==> config.mk <==
export PLATFORM = sky130hd
export DESIGN_NAME = power_rail_sequencer
export DESIGN_NICKNAME = d
export VERILOG_FILES = /design/src/core/power_seq_pkg.sv /design/src/core/power_rail_sequencer.sv
export SDC_FILE = /design/constraint.sdc
export NUM_CORES = 1
export LEC_CHECK = 0
export BUFFER_PORTS_ARGS = -buffer_cell sky130_fd_sc_hd__buf_4
export CAP_MARGIN = 20
export CORE_MARGIN = 2
export CORE_UTILIZATION = 45
export CTS_CLUSTER_SIZE = 40
export DETAILED_ROUTE_END_ITERATION = 12
export PLACE_DENSITY = 0.7
export SYNTH_ARGS = -nofsm -noshare
export SYNTH_HDL_FRONTEND = slang
export SYNTH_SLANG_ARGS = --single-unit
export TNS_END_PERCENT = 30
==> constraint.sdc <==
create_clock -name REF_CLK_IN -period 7.5 [get_ports REF_CLK_IN]
set_input_delay 0.375 -clock REF_CLK_IN [delete_from_list [all_inputs] [get_ports REF_CLK_IN]]
set_output_delay 0.375 -clock REF_CLK_IN [all_outputs]
set_load 0.1 [all_outputs]
==> src/core/power_seq_pkg.sv <==
// How it works
// - Up: fire strobes one to seven with delays
// - Step delays selectable from 1 to 10 ms
// - One strobe field per rail, shared freely
// - Four assignment and two delay registers
// - Sequence registers default on sleep, off, reset
// - Off start needs wake, enable, no fault
// - Enable is a level; 5 s timeout downs
// - From sleep, enable alone starts power-up
// - Run-up bit starts sequence, self-clears when done
// - Strobe field zero rails are never sequenced
// - Enable writes any time except while sequencing or in reset
// - Enable bits track rails, faults clear them
// - Down runs strobe seven to one, reversed
// - Instant bit drops sequenced rails without delays
// - Down triggers: bits, pins, faults, long press
// - Active to off: unsequenced rails off afterwards
// - Active to sleep: unsequenced rails keep state
// - Strobes 14 and 15 only for regulators
// - Strobe 14 on wake, 15 after delay six
// - Down fires 15 then 14 only with off
// - Main power good high only when active
// - Regulator power good high active and sleep
// - Power good low when rails off or faulted
// - Power good rises after delay from sequence end
// - Rail check starts 5 ms after enable
package power_seq_pkg;

   // ==========================================================
   // Timing
   localparam int CLK_PERIOD_NS     = 4;
   localparam int MS_NS             = 1000000;
   localparam int CYC_PER_MS        = MS_NS / CLK_PERIOD_NS;
   localparam int ENABLE_TIMEOUT_MS = 5000;
   localparam int BUTTON_HOLD_MS    = 8000;
   localparam int RESET_HOLD_MS     = 1000;
   localparam int PG_MONITOR_MS     = 5;
   localparam int TIMER_W           = 13;

   // ==========================================================
   // Rails and strobes
   localparam int         NUM_RAILS    = 7;
   localparam logic [3:0] STROBE_NONE  = 4'h0;
   localparam logic [3:0] STROBE_FIRST = 4'h1;
   localparam logic [3:0] STROBE_LAST  = 4'h7;
   localparam logic [3:0] STROBE_AON_A = 4'hE;
   localparam logic [3:0] STROBE_AON_B = 4'hF;
   // Rail order: buck a, b, c, regulator a, b, switch a, b
   localparam logic [6:0] AON_MASK     = 7'h18;
   localparam logic [6:0] MAIN_PG_MASK = 7'h67;
   localparam logic [6:0] REG_PG_MASK  = 7'h18;

   // ==========================================================
   // Sequence register map and defaults
   localparam logic [2:0] IDX_ASSIGN_LAST = 3'h3;
   localparam logic [2:0] IDX_DELAY_A     = 3'h4;
   localparam logic [2:0] IDX_DELAY_B     = 3'h5;
   localparam int         INSTANT_BIT     = 4;
   localparam logic [7:0] ASSIGN_RST [4]  = '{8'h21, 8'hE3, 8'h4F, 8'h05};
   localparam logic [7:0] DELAY_A_RST     = 8'h00;
   localparam logic [7:0] DELAY_B_RST     = 8'h00;
   localparam logic [13:0] SYNC_RST       = 14'h0011;

   typedef enum logic [2:0] {
      ST_OFF     = 3'h0,
      ST_WAIT_EN = 3'h1,
      ST_UP      = 3'h3,
      ST_ACTIVE  = 3'h2,
      ST_DOWN    = 3'h6,
      ST_SLEEP   = 3'h7,
      ST_RESET   = 3'h4
   } seq_state_e;

   function automatic logic [3:0] step_delay_ms(input logic [1:0] code);
      unique case (code)
         2'h0: step_delay_ms = 4'h1;
         2'h1: step_delay_ms = 4'h2;
         2'h2: step_delay_ms = 4'h5;
         2'h3: step_delay_ms = 4'hA;
      endcase
   endfunction : step_delay_ms

   function automatic logic [8:0] power_good_delay_ms(input logic [1:0] code);
      unique case (code)
         2'h0: power_good_delay_ms = 9'h014;
         2'h1: power_good_delay_ms = 9'h064;
         2'h2: power_good_delay_ms = 9'h0C8;
         2'h3: power_good_delay_ms = 9'h190;
      endcase
   endfunction : power_good_delay_ms

endpackage : power_seq_pkg

==> src/core/power_rail_sequencer.sv <==
`timescale 1ns/100ps
`default_nettype none
module power_rail_sequencer
   import power_seq_pkg::*;
#(
   parameter int unsigned CLK_PER_MS = CYC_PER_MS
) (
   // Clock and reset
   input  wire logic       REF_CLK_IN,
   input  wire logic       RSTN_IN,
   // Pins from outside the clock domain
   input  wire logic       PUSH_BUTTON_N_IN,
   input  wire logic       POWER_ENABLE_PIN_IN,
   input  wire logic       USB_IN,
   input  wire logic       AC_IN,
   input  wire logic       HARD_RESET_PIN_N_IN,
   input  wire logic       UNDERVOLTAGE_LOCKOUT_IN,
   input  wire logic       OVERTEMP_SHUTDOWN_IN,
   input  wire logic [6:0] RAIL_FAULT_IN,
   // Control bits
   input  wire logic       RUN_UP_SEQUENCE_BIT_IN,
   input  wire logic       RUN_DOWN_SEQUENCE_BIT_IN,
   input  wire logic       OFF_BIT_IN,
   input  wire logic [1:0] POWER_GOOD_DELAY_IN,
   input  wire logic       ENABLE_WR_IN,
   input  wire logic [6:0] ENABLE_DATA_IN,
   input  wire logic       SEQ_WR_IN,
   input  wire logic [2:0] SEQ_IDX_IN,
   input  wire logic [7:0] SEQ_DATA_IN,
   // Status
   output var  logic [6:0] RAIL_ENABLE_OUT,
   output var  logic       MAIN_POWER_GOOD_OUT,
   output var  logic       REGULATOR_POWER_GOOD_OUT,
   output var  logic       RUN_UP_SEQUENCE_BIT_OUT,
   output var  logic       SEQ_BUSY_OUT,
   output var  logic [2:0] STATE_OUT
);

   // ==========================================================
   // Declarations
   logic [17:0]        presc_reg;
   logic               tick_reg;
   logic [13:0]        sync1_reg;
   logic [13:0]        sync2_reg;
   logic [13:0]        prev_reg;
   logic [13:0]        btn_ms_reg;
   seq_state_e         state_reg;
   seq_state_e         state_next;
   seq_state_e         target_reg;
   seq_state_e         target_next;
   seq_state_e         down_target;
   logic [3:0]         step_reg;
   logic [3:0]         step_next;
   logic [TIMER_W-1:0] timer_reg;
   logic [TIMER_W-1:0] timer_next;
   logic [TIMER_W-1:0] timer_dec;
   logic [6:0]         rail_en_reg;
   logic [6:0]         rail_next;
   logic [6:0]         rail_kept;
   logic               run_up_reg;
   logic               run_up_next;
   logic [7:0]         rail_step_assign_reg [4];
   logic [7:0]         step_delay_reg_a_reg;
   logic [7:0]         step_delay_reg_b_reg;
   logic               aon_pend_reg;
   logic [3:0]         aon_ms_reg;
   logic               pg_run_reg;
   logic [8:0]         pg_ms_reg;
   logic               pg_ok_reg;
   logic               main_pg_reg;
   logic               reg_pg_reg;
   logic               busy_reg;
   logic               aon_go;
   logic               pg_go;
   logic               up_go;
   logic               down_go;
   logic               down_done;
   logic [3:0]         rail_step [NUM_RAILS];
   logic [6:0]         hit_mask;
   logic [6:0]         seq_mask;
   logic [6:0]         aon14_mask;
   logic [6:0]         aon15_mask;
   logic [6:0]         mon_ok;
   logic [6:0]         fault_hit;

   // ==========================================================
   // Millisecond tick
   always_ff @(posedge REF_CLK_IN) begin
      if (!RSTN_IN) begin
         presc_reg <= '0;
         tick_reg  <= 1'b0;
      end else begin
         tick_reg  <= (presc_reg == 18'(CLK_PER_MS - 1));
         presc_reg <= (presc_reg == 18'(CLK_PER_MS - 1)) ? '0 : presc_reg + 18'h1;
      end
   end

   // ==========================================================
   // Pin synchronisers and edges
   wire [13:0] pins_async = {RAIL_FAULT_IN, OVERTEMP_SHUTDOWN_IN,
                             UNDERVOLTAGE_LOCKOUT_IN, HARD_RESET_PIN_N_IN,
                             AC_IN, USB_IN, POWER_ENABLE_PIN_IN,
                             PUSH_BUTTON_N_IN};

   always_ff @(posedge REF_CLK_IN) begin
      if (!RSTN_IN) begin
         sync1_reg <= SYNC_RST;
         sync2_reg <= SYNC_RST;
         prev_reg  <= SYNC_RST;
      end else begin
         sync1_reg <= pins_async;
         sync2_reg <= sync1_reg;
         prev_reg  <= sync2_reg;
      end
   end

   wire       pb_n       = sync2_reg[0];
   wire       power_enable_pin     = sync2_reg[1];
   wire       hrst_n     = sync2_reg[4];
   wire [6:0] rail_fault = sync2_reg[13:7];
   wire       pb_fall    = prev_reg[0] & ~pb_n;
   wire       usb_rise   = ~prev_reg[2] & sync2_reg[2];
   wire       ac_rise    = ~prev_reg[3] & sync2_reg[3];
   wire       wake_evt   = pb_fall | usb_rise | ac_rise;
   wire       fault_stop = sync2_reg[5] | sync2_reg[6];

   // Long press counter saturates so it cannot wrap into a short one
   always_ff @(posedge REF_CLK_IN) begin
      if (!RSTN_IN || pb_n) begin
         btn_ms_reg <= '0;
      end else if (tick_reg && btn_ms_reg <= 14'(BUTTON_HOLD_MS)) begin
         btn_ms_reg <= btn_ms_reg + 14'h1;
      end
   end

   wire btn_long = btn_ms_reg > 14'(BUTTON_HOLD_MS);

   // ==========================================================
   // Strobe decoding
   for (genvar i = 0; i < NUM_RAILS; i++) begin : g_rail
      localparam bit AON = AON_MASK[i];
      logic [2:0] mon_ms_reg;
      assign rail_step[i]  = rail_step_assign_reg[i/2][(i%2)*4 +: 4];
      assign hit_mask[i]   = rail_step[i] == step_reg;
      assign seq_mask[i]   = rail_step[i] != STROBE_NONE &&
                             rail_step[i] <= STROBE_LAST;
      assign aon14_mask[i] = AON && rail_step[i] == STROBE_AON_A;
      assign aon15_mask[i] = AON && rail_step[i] == STROBE_AON_B;
      // Rail gets time to ramp before it is judged
      always_ff @(posedge REF_CLK_IN) begin
         if (!RSTN_IN || !rail_en_reg[i]) begin
            mon_ms_reg <= '0;
         end else if (tick_reg && mon_ms_reg != 3'(PG_MONITOR_MS)) begin
            mon_ms_reg <= mon_ms_reg + 3'h1;
         end
      end
      assign mon_ok[i]    = mon_ms_reg == 3'(PG_MONITOR_MS);
      assign fault_hit[i] = mon_ok[i] & rail_fault[i];
   end

   wire        pg_fault = |fault_hit;
   wire [11:0] dly_all  = {step_delay_reg_b_reg[3:0], step_delay_reg_a_reg};
   wire [3:0]  dly_idx  = (state_reg == ST_DOWN) ? step_reg - 4'h2 : step_reg - 4'h1;
   wire [11:0] dly_shr  = dly_all >> {dly_idx, 1'b0};
   wire [3:0]  step_ms  = step_delay_ms(dly_shr[1:0]);
   wire [3:0]  dly6_ms  = step_delay_ms(dly_all[11:10]);
   wire        instant  = step_delay_reg_b_reg[INSTANT_BIT];
   wire        seq_busy = state_reg == ST_UP || state_reg == ST_DOWN;
   wire        en_write = ENABLE_WR_IN && !seq_busy;
   wire        timer_zero = timer_reg == '0;
   wire        aon_fire = aon_pend_reg && aon_ms_reg == 4'h0;

   assign timer_dec = (tick_reg && !timer_zero) ? timer_reg - TIMER_W'(1) : timer_reg;
   // Faulted rails drop at once, ahead of any sequencing
   assign rail_kept = ((en_write ? ENABLE_DATA_IN : rail_en_reg) |
                       (aon_fire ? aon15_mask : 7'h00)) & ~fault_hit;

   // ==========================================================
   // Sequencer
   always_comb begin
      state_next  = state_reg;
      target_next = target_reg;
      down_target = ST_OFF;
      step_next   = step_reg;
      timer_next  = timer_dec;
      rail_next   = rail_kept;
      run_up_next = run_up_reg | RUN_UP_SEQUENCE_BIT_IN;
      aon_go      = 1'b0;
      pg_go       = 1'b0;
      up_go       = 1'b0;
      down_go     = 1'b0;
      down_done   = 1'b0;
      unique case (state_reg)
         ST_OFF: begin
            if (wake_evt && !fault_stop) begin
               state_next = ST_WAIT_EN;
               timer_next = TIMER_W'(ENABLE_TIMEOUT_MS);
               aon_go     = 1'b1;
            end
         end
         ST_WAIT_EN: begin
            if (power_enable_pin && !fault_stop) begin
               up_go = 1'b1;
            end else if (timer_zero) begin
               down_go     = 1'b1;
               down_target = OFF_BIT_IN ? ST_OFF : ST_SLEEP;
            end
         end
         ST_SLEEP: begin
            if (power_enable_pin && !fault_stop) begin
               up_go = 1'b1;
            end else if (wake_evt && !fault_stop) begin
               state_next = ST_WAIT_EN;
               timer_next = TIMER_W'(ENABLE_TIMEOUT_MS);
            end
         end
         ST_UP: begin
            if (timer_zero) begin
               rail_next = rail_kept | (hit_mask & seq_mask);
               if (step_reg == STROBE_LAST) begin
                  state_next  = ST_ACTIVE;
                  run_up_next = RUN_UP_SEQUENCE_BIT_IN;
                  pg_go       = 1'b1;
               end else begin
                  step_next  = step_reg + 4'h1;
                  timer_next = TIMER_W'(step_ms);
               end
            end
         end
         ST_ACTIVE: begin
            down_go = 1'b1;
            if (!hrst_n) begin
               down_target = ST_RESET;
            end else if (fault_stop || pg_fault || btn_long) begin
               down_target = ST_OFF;
            end else if (!power_enable_pin) begin
               down_target = OFF_BIT_IN ? ST_OFF : ST_SLEEP;
            end else if (RUN_DOWN_SEQUENCE_BIT_IN) begin
               down_target = ST_ACTIVE;
            end else begin
               down_go = 1'b0;
               up_go   = run_up_reg;
            end
         end
         ST_DOWN: begin
            if (!timer_zero) begin
               step_next = step_reg;
            end else if (step_reg == STROBE_AON_B) begin
               rail_next  = rail_kept & ~aon15_mask;
               step_next  = STROBE_AON_A;
               timer_next = instant ? '0 : TIMER_W'(dly6_ms);
            end else if (step_reg == STROBE_AON_A) begin
               rail_next = rail_kept & ~aon14_mask;
               down_done = 1'b1;
            end else begin
               rail_next = rail_kept & ~(seq_mask & (instant ? 7'h7F : hit_mask));
               if (instant || step_reg == STROBE_FIRST) begin
                  step_next = STROBE_AON_B;
                  timer_next = '0;
                  down_done = !OFF_BIT_IN;
               end else begin
                  step_next  = step_reg - 4'h1;
                  timer_next = TIMER_W'(step_ms);
               end
            end
         end
         ST_RESET: begin
            rail_next = 7'h00;
            if (hrst_n && timer_zero) begin
               up_go     = 1'b1;
               aon_go    = 1'b1;
               rail_next = aon14_mask;
            end
         end
         default: begin
            state_next = ST_OFF;
            rail_next  = 7'h00;
         end
      endcase
      if (aon_go) begin
         rail_next = rail_next | aon14_mask;
      end
      if (up_go) begin
         state_next = ST_UP;
         step_next  = STROBE_FIRST;
         timer_next = '0;
      end
      if (down_go) begin
         state_next  = ST_DOWN;
         step_next   = STROBE_LAST;
         timer_next  = '0;
         target_next = down_target;
      end
      if (down_done) begin
         state_next = target_reg;
         // Sleep keeps unsequenced rails; off and reset drop everything
         if (target_reg == ST_OFF || target_reg == ST_RESET) begin
            rail_next = 7'h00;
         end else begin
            rail_next = rail_next;
         end
         if (target_reg == ST_RESET) begin
            timer_next = TIMER_W'(RESET_HOLD_MS);
         end
      end
   end

   wire enter_rest = state_next != state_reg &&
                     (state_next == ST_OFF || state_next == ST_SLEEP ||
                      state_next == ST_RESET);

   always_ff @(posedge REF_CLK_IN) begin
      if (!RSTN_IN) begin
         state_reg   <= ST_OFF;
         target_reg  <= ST_OFF;
         step_reg    <= STROBE_NONE;
         timer_reg   <= '0;
         rail_en_reg <= 7'h00;
         run_up_reg  <= 1'b0;
      end else begin
         state_reg   <= state_next;
         target_reg  <= target_next;
         step_reg    <= step_next;
         timer_reg   <= timer_next;
         rail_en_reg <= rail_next;
         run_up_reg  <= run_up_next;
      end
   end

   // ==========================================================
   // Sequence registers
   always_ff @(posedge REF_CLK_IN) begin
      if (!RSTN_IN || enter_rest) begin
         rail_step_assign_reg <= ASSIGN_RST;
         step_delay_reg_a_reg <= DELAY_A_RST;
         step_delay_reg_b_reg <= DELAY_B_RST;
      end else if (SEQ_WR_IN) begin
         if (SEQ_IDX_IN <= IDX_ASSIGN_LAST) begin
            rail_step_assign_reg[SEQ_IDX_IN[1:0]] <= SEQ_DATA_IN;
         end
         if (SEQ_IDX_IN == IDX_DELAY_A) begin
            step_delay_reg_a_reg <= SEQ_DATA_IN;
         end
         if (SEQ_IDX_IN == IDX_DELAY_B) begin
            step_delay_reg_b_reg <= SEQ_DATA_IN;
         end
      end
   end

   // ==========================================================
   // Second regulator strobe timer
   always_ff @(posedge REF_CLK_IN) begin
      if (!RSTN_IN) begin
         aon_pend_reg <= 1'b0;
         aon_ms_reg   <= 4'h0;
      end else if (aon_go) begin
         aon_pend_reg <= 1'b1;
         aon_ms_reg   <= dly6_ms;
      end else if (aon_fire || state_reg == ST_RESET) begin
         aon_pend_reg <= 1'b0;
      end else if (tick_reg && aon_ms_reg != 4'h0) begin
         aon_ms_reg <= aon_ms_reg - 4'h1;
      end
   end

   // ==========================================================
   // Power good
   wire pg_clear = state_next == ST_OFF || state_next == ST_RESET ||
                   state_next == ST_UP || state_next == ST_WAIT_EN;

   always_ff @(posedge REF_CLK_IN) begin
      if (!RSTN_IN || pg_clear) begin
         pg_run_reg <= 1'b0;
         pg_ms_reg  <= '0;
         pg_ok_reg  <= 1'b0;
      end else if (pg_go) begin
         pg_run_reg <= 1'b1;
         pg_ms_reg  <= power_good_delay_ms(POWER_GOOD_DELAY_IN);
      end else if (pg_run_reg && pg_ms_reg == '0) begin
         pg_run_reg <= 1'b0;
         pg_ok_reg  <= 1'b1;
      end else if (tick_reg && pg_ms_reg != '0) begin
         pg_ms_reg <= pg_ms_reg - 9'h1;
      end
   end

   // Judged on the live fault_hit as well as the registered enables, so a rail dropped by
   // a fault pulls its output low on the same edge it clears
   wire main_ok = |(rail_en_reg & MAIN_PG_MASK) &&
                  !(|(fault_hit & MAIN_PG_MASK));
   wire reg_ok  = |(rail_en_reg & REG_PG_MASK) &&
                  !(|(fault_hit & REG_PG_MASK));

   always_ff @(posedge REF_CLK_IN) begin
      if (!RSTN_IN) begin
         main_pg_reg <= 1'b0;
         reg_pg_reg  <= 1'b0;
         busy_reg    <= 1'b0;
      end else begin
         main_pg_reg <= state_reg == ST_ACTIVE && pg_ok_reg && main_ok;
         reg_pg_reg  <= (state_reg == ST_ACTIVE || state_reg == ST_SLEEP) &&
                        pg_ok_reg && reg_ok;
         busy_reg    <= state_next == ST_UP || state_next == ST_DOWN;
      end
   end

   // ==========================================================
   // Outputs
   assign RAIL_ENABLE_OUT          = rail_en_reg;
   assign MAIN_POWER_GOOD_OUT      = main_pg_reg;
   assign REGULATOR_POWER_GOOD_OUT = reg_pg_reg;
   assign RUN_UP_SEQUENCE_BIT_OUT  = run_up_reg;
   assign SEQ_BUSY_OUT             = busy_reg;
   assign STATE_OUT                = state_reg;

endmodule : power_rail_sequencer
`default_nettype wire

==> flow_summary_export.csv <==
group,metric,value,unit
run_status,outcome,"completed",
setup_path,path_max_fanout,24,
final_layout,multiInputGateArea,5310,um2
drt,wl_per_cell,15.4,um
timing,setup_violations,0,
timing,min_period_over_period,51.4,%
floorplanning,core_area,20100,um2
setup_path,worstSetupStartpointType,"flop",
clock_tree,cts_buffer_depth,2,
final_layout,most-common-layout-cells,"dfxtp_1 (176), nor2_1 (136), nand2_1 (95), buf_4 (59), xor2_1 (54)",
final_layout,layout.area.seq,3520,um2
setup_path,rrSetupSlack,3640,ps
floorplanning,io_pins,55,
floorplanning,initial_core_util,45.4,%
grt,antenna_found_initial,0,
clock_tree,post_cts_buffers,0,
final_layout,drive_gt1_share,10.7,%
final_layout,area_growth,13.1,%
setup_path,worst_setup_path_end_kind,"flop",
synth,netlist_area,9130,um2
clock_tree,path_clk_slew,70,ps
drt,drc,0,
power_and_ir_drop,seqPwrFrac,38.4,%
hold_path,hp-class,"input port to flop",
place,dp_hpwl,15.5,mm
final_layout,largest_register_ffs,28,
power_and_ir_drop,p_sw,0.00119,W
drt,ant_nets,0,
timing,slew_headroom,34.0,%
drt,drt_wl_total,21.6,mm
synth,synth-edff-count,0,
grt,grt_use_total,20.5,%
synth,synthCells,1081,
clock_tree,clk_latency,440,ps
place,routabilityCongestion,0.921,
synth,ys_seq_elements,176,
power_and_ir_drop,p_sw_share,39.6,%
floorplanning,rows,52,
floorplanning,die_w,146,um
timing,hold_violations,0,
power_and_ir_drop,power_leakage,4.03,nW
clock_tree,clockRootBuffer,"clkbuf_16",
synth,yosys_warnings,0,
clock_tree,ctsResizeCount,0,
power_and_ir_drop,p_clk_share,29.0,%
grt,grt_first_pass_wirelength,36.1,mm
clock_tree,tritoncts,"yes",
power_and_ir_drop,p_comb_share,32.7,%
flow_run,maxCapViolCount,0,
power_and_ir_drop,peakVddDrop,0.193,mV
drt,drt_iter0_drc,556,
final_layout,finalNetCount,1188,
grt,grt_pass1_vias,7428,
drt,viasPerCell,5.50,
timing,whs,123,ps
timing,worst_pin_slew,982,ps
synth,synth.avg_cell_area,8.45,um2
setup_path,crit_required,7880,ps
synth,synthDistinctLibCells,70,
synth,synth_flop_cell,"dfxtp_1",
timing,maxSlewViolCount,0,
floorplanning,die-area,21400,um2
synth,synthArstFlopShare,0,%
floorplanning,dieHeight,146,um
grt,grt_max_degree,74,
timing,rsz0062_at_grt,"false",
synth,yosysSeqAreaShare,38.6,%
clock_tree,cts_max_level,4,
drt,dr_total_vias,7694,
drt,first_pass_iters,7,
timing,max_freq,259,MHz
timing,final.setup_skew,13.0,ps
power_and_ir_drop,intPower,0.00181,W
final_layout,final_common_cell,"dfxtp_1",
clock_tree,cts_buffers,17,
final_layout,fill_cells,1912,
setup_path,cp.arrival,4240,ps
grt,overflow,0,
setup_path,rr_worst_depth,9,
final_layout,n_antenna_cell,0,
power_and_ir_drop,powerDensity,290,nW/um2
timing,finalCriticalPeriod,3860,ps
hold_path,worstHoldPathCells,2,
place,portBuffers,54,
clock_tree,cts_hold_buffers,0,
synth,syn-num-nets,1154,
clock_tree,clkSinkCount,176,
timing,setup_tns,0,ps
setup_path,worstSetupPathType,"flop to flop",
worst max-delay path, stage by stage (launching register included):
cell      delay [ps]
dfxtp_1          960
inv_1            290
ha_1             300
and3_1           240
a221oi_1         530
nor3_1           140
nand2_1          140
o21ai_4           80
o31ai_1          830
and4_1           290
stage by stage:
stage,setup slack [ps],std cells,util [%],total power [W],instance area (um2)
2_1_floorplan,4210,1081,-,0.00190,9130
3_3_place_gp,3800,1365,48.4,0.00212,9740
3_5_place_dp,3730,1365,48.4,0.00213,9740
4_1_cts,3740,1397,51.3,0.00300,10300
5_1_grt,3420,1398,51.4,0.00315,10300
6_report,3640,1398,51.4,0.00299,10300
power groups by stage:
stage | Combinational, W | Sequential [W] | Clock (W)
finish | 0.000978 | 0.00115 | 0.000866
global route | 0.00106 | 0.00116 | 0.000922
CTS | 0.000971 | 0.00114 | 0.000882
detailed placement | 0.000965 | 0.00116 | 0
global placement | 0.000956 | 0.00116 | 0
floorplan | 0.000710 | 0.00119 | 0
final cells by class:
| type | count | area share (%) |
|---|---|---|
| Multi-Input combinational cell | 827 | 51.4 |
| Timing Repair Buffer | 60 | 4.36 |
| Clock inverter | 13 | 1.32 |
| Inverter | 33 | 1.20 |
| Tap cell | 270 | 3.27 |
| Sequential cell | 176 | 34.1 |
| Clock buffer | 19 | 4.29 |
cell usage after synthesis (31+ instances only):
cell type  instances  share of area [%]
a21oi_1           48                2.6
and2_1            36                2.5
and3_1            31                2.1
clkbuf_1          34                1.4
dfxtp_1          176                 39
ha_1              32                4.4
inv_1             32                1.3
mux2i_1           34                3.7
nand2_1           95                3.9
nor2_1           136                5.6
o21ai_0           42                2.3
xor2_1            54                5.2
worst paths after layout:
check                      startpoint                   endpoint
max          step_reg[0]$_SDFFE_PN0P_  pg_ms_reg[1]$_SDFFE_PP0P_
min                  PUSH_BUTTON_N_IN    sync1_reg[0]$_SDFF_PN1_
max reg2reg  step_reg[0]$_SDFFE_PN0P_  pg_ms_reg[1]$_SDFFE_PP0P_
min reg2reg   sync1_reg[0]$_SDFF_PN1_    sync2_reg[0]$_SDFF_PN1_
metal layers:
layer | up-vias | global-route usage, % | part of all wire, %
met2 | 187 | 34.3 | 48
met5 | - | 0 | 0
met1 | 3607 | 26.9 | 46
met3 | 41 | 3.34 | 4.2
li1 | 3859 | - | -
met4 | 0 | 7.33 | 2.1
logic make-up (layout without fill, tap and decap cells):
logic type	Yosys count	after routing	synth area share (%)
xor+xnor	82	82	7.87
buf+inv	78	125	3.48
simple gates	483	483	27.2
compound gates	193	193	14.3
fa+ha+maj	32	32	4.38
mux	37	37	4.22
flops	176	176	38.6
Note: power is estimated with default switching activity, not from simulation.
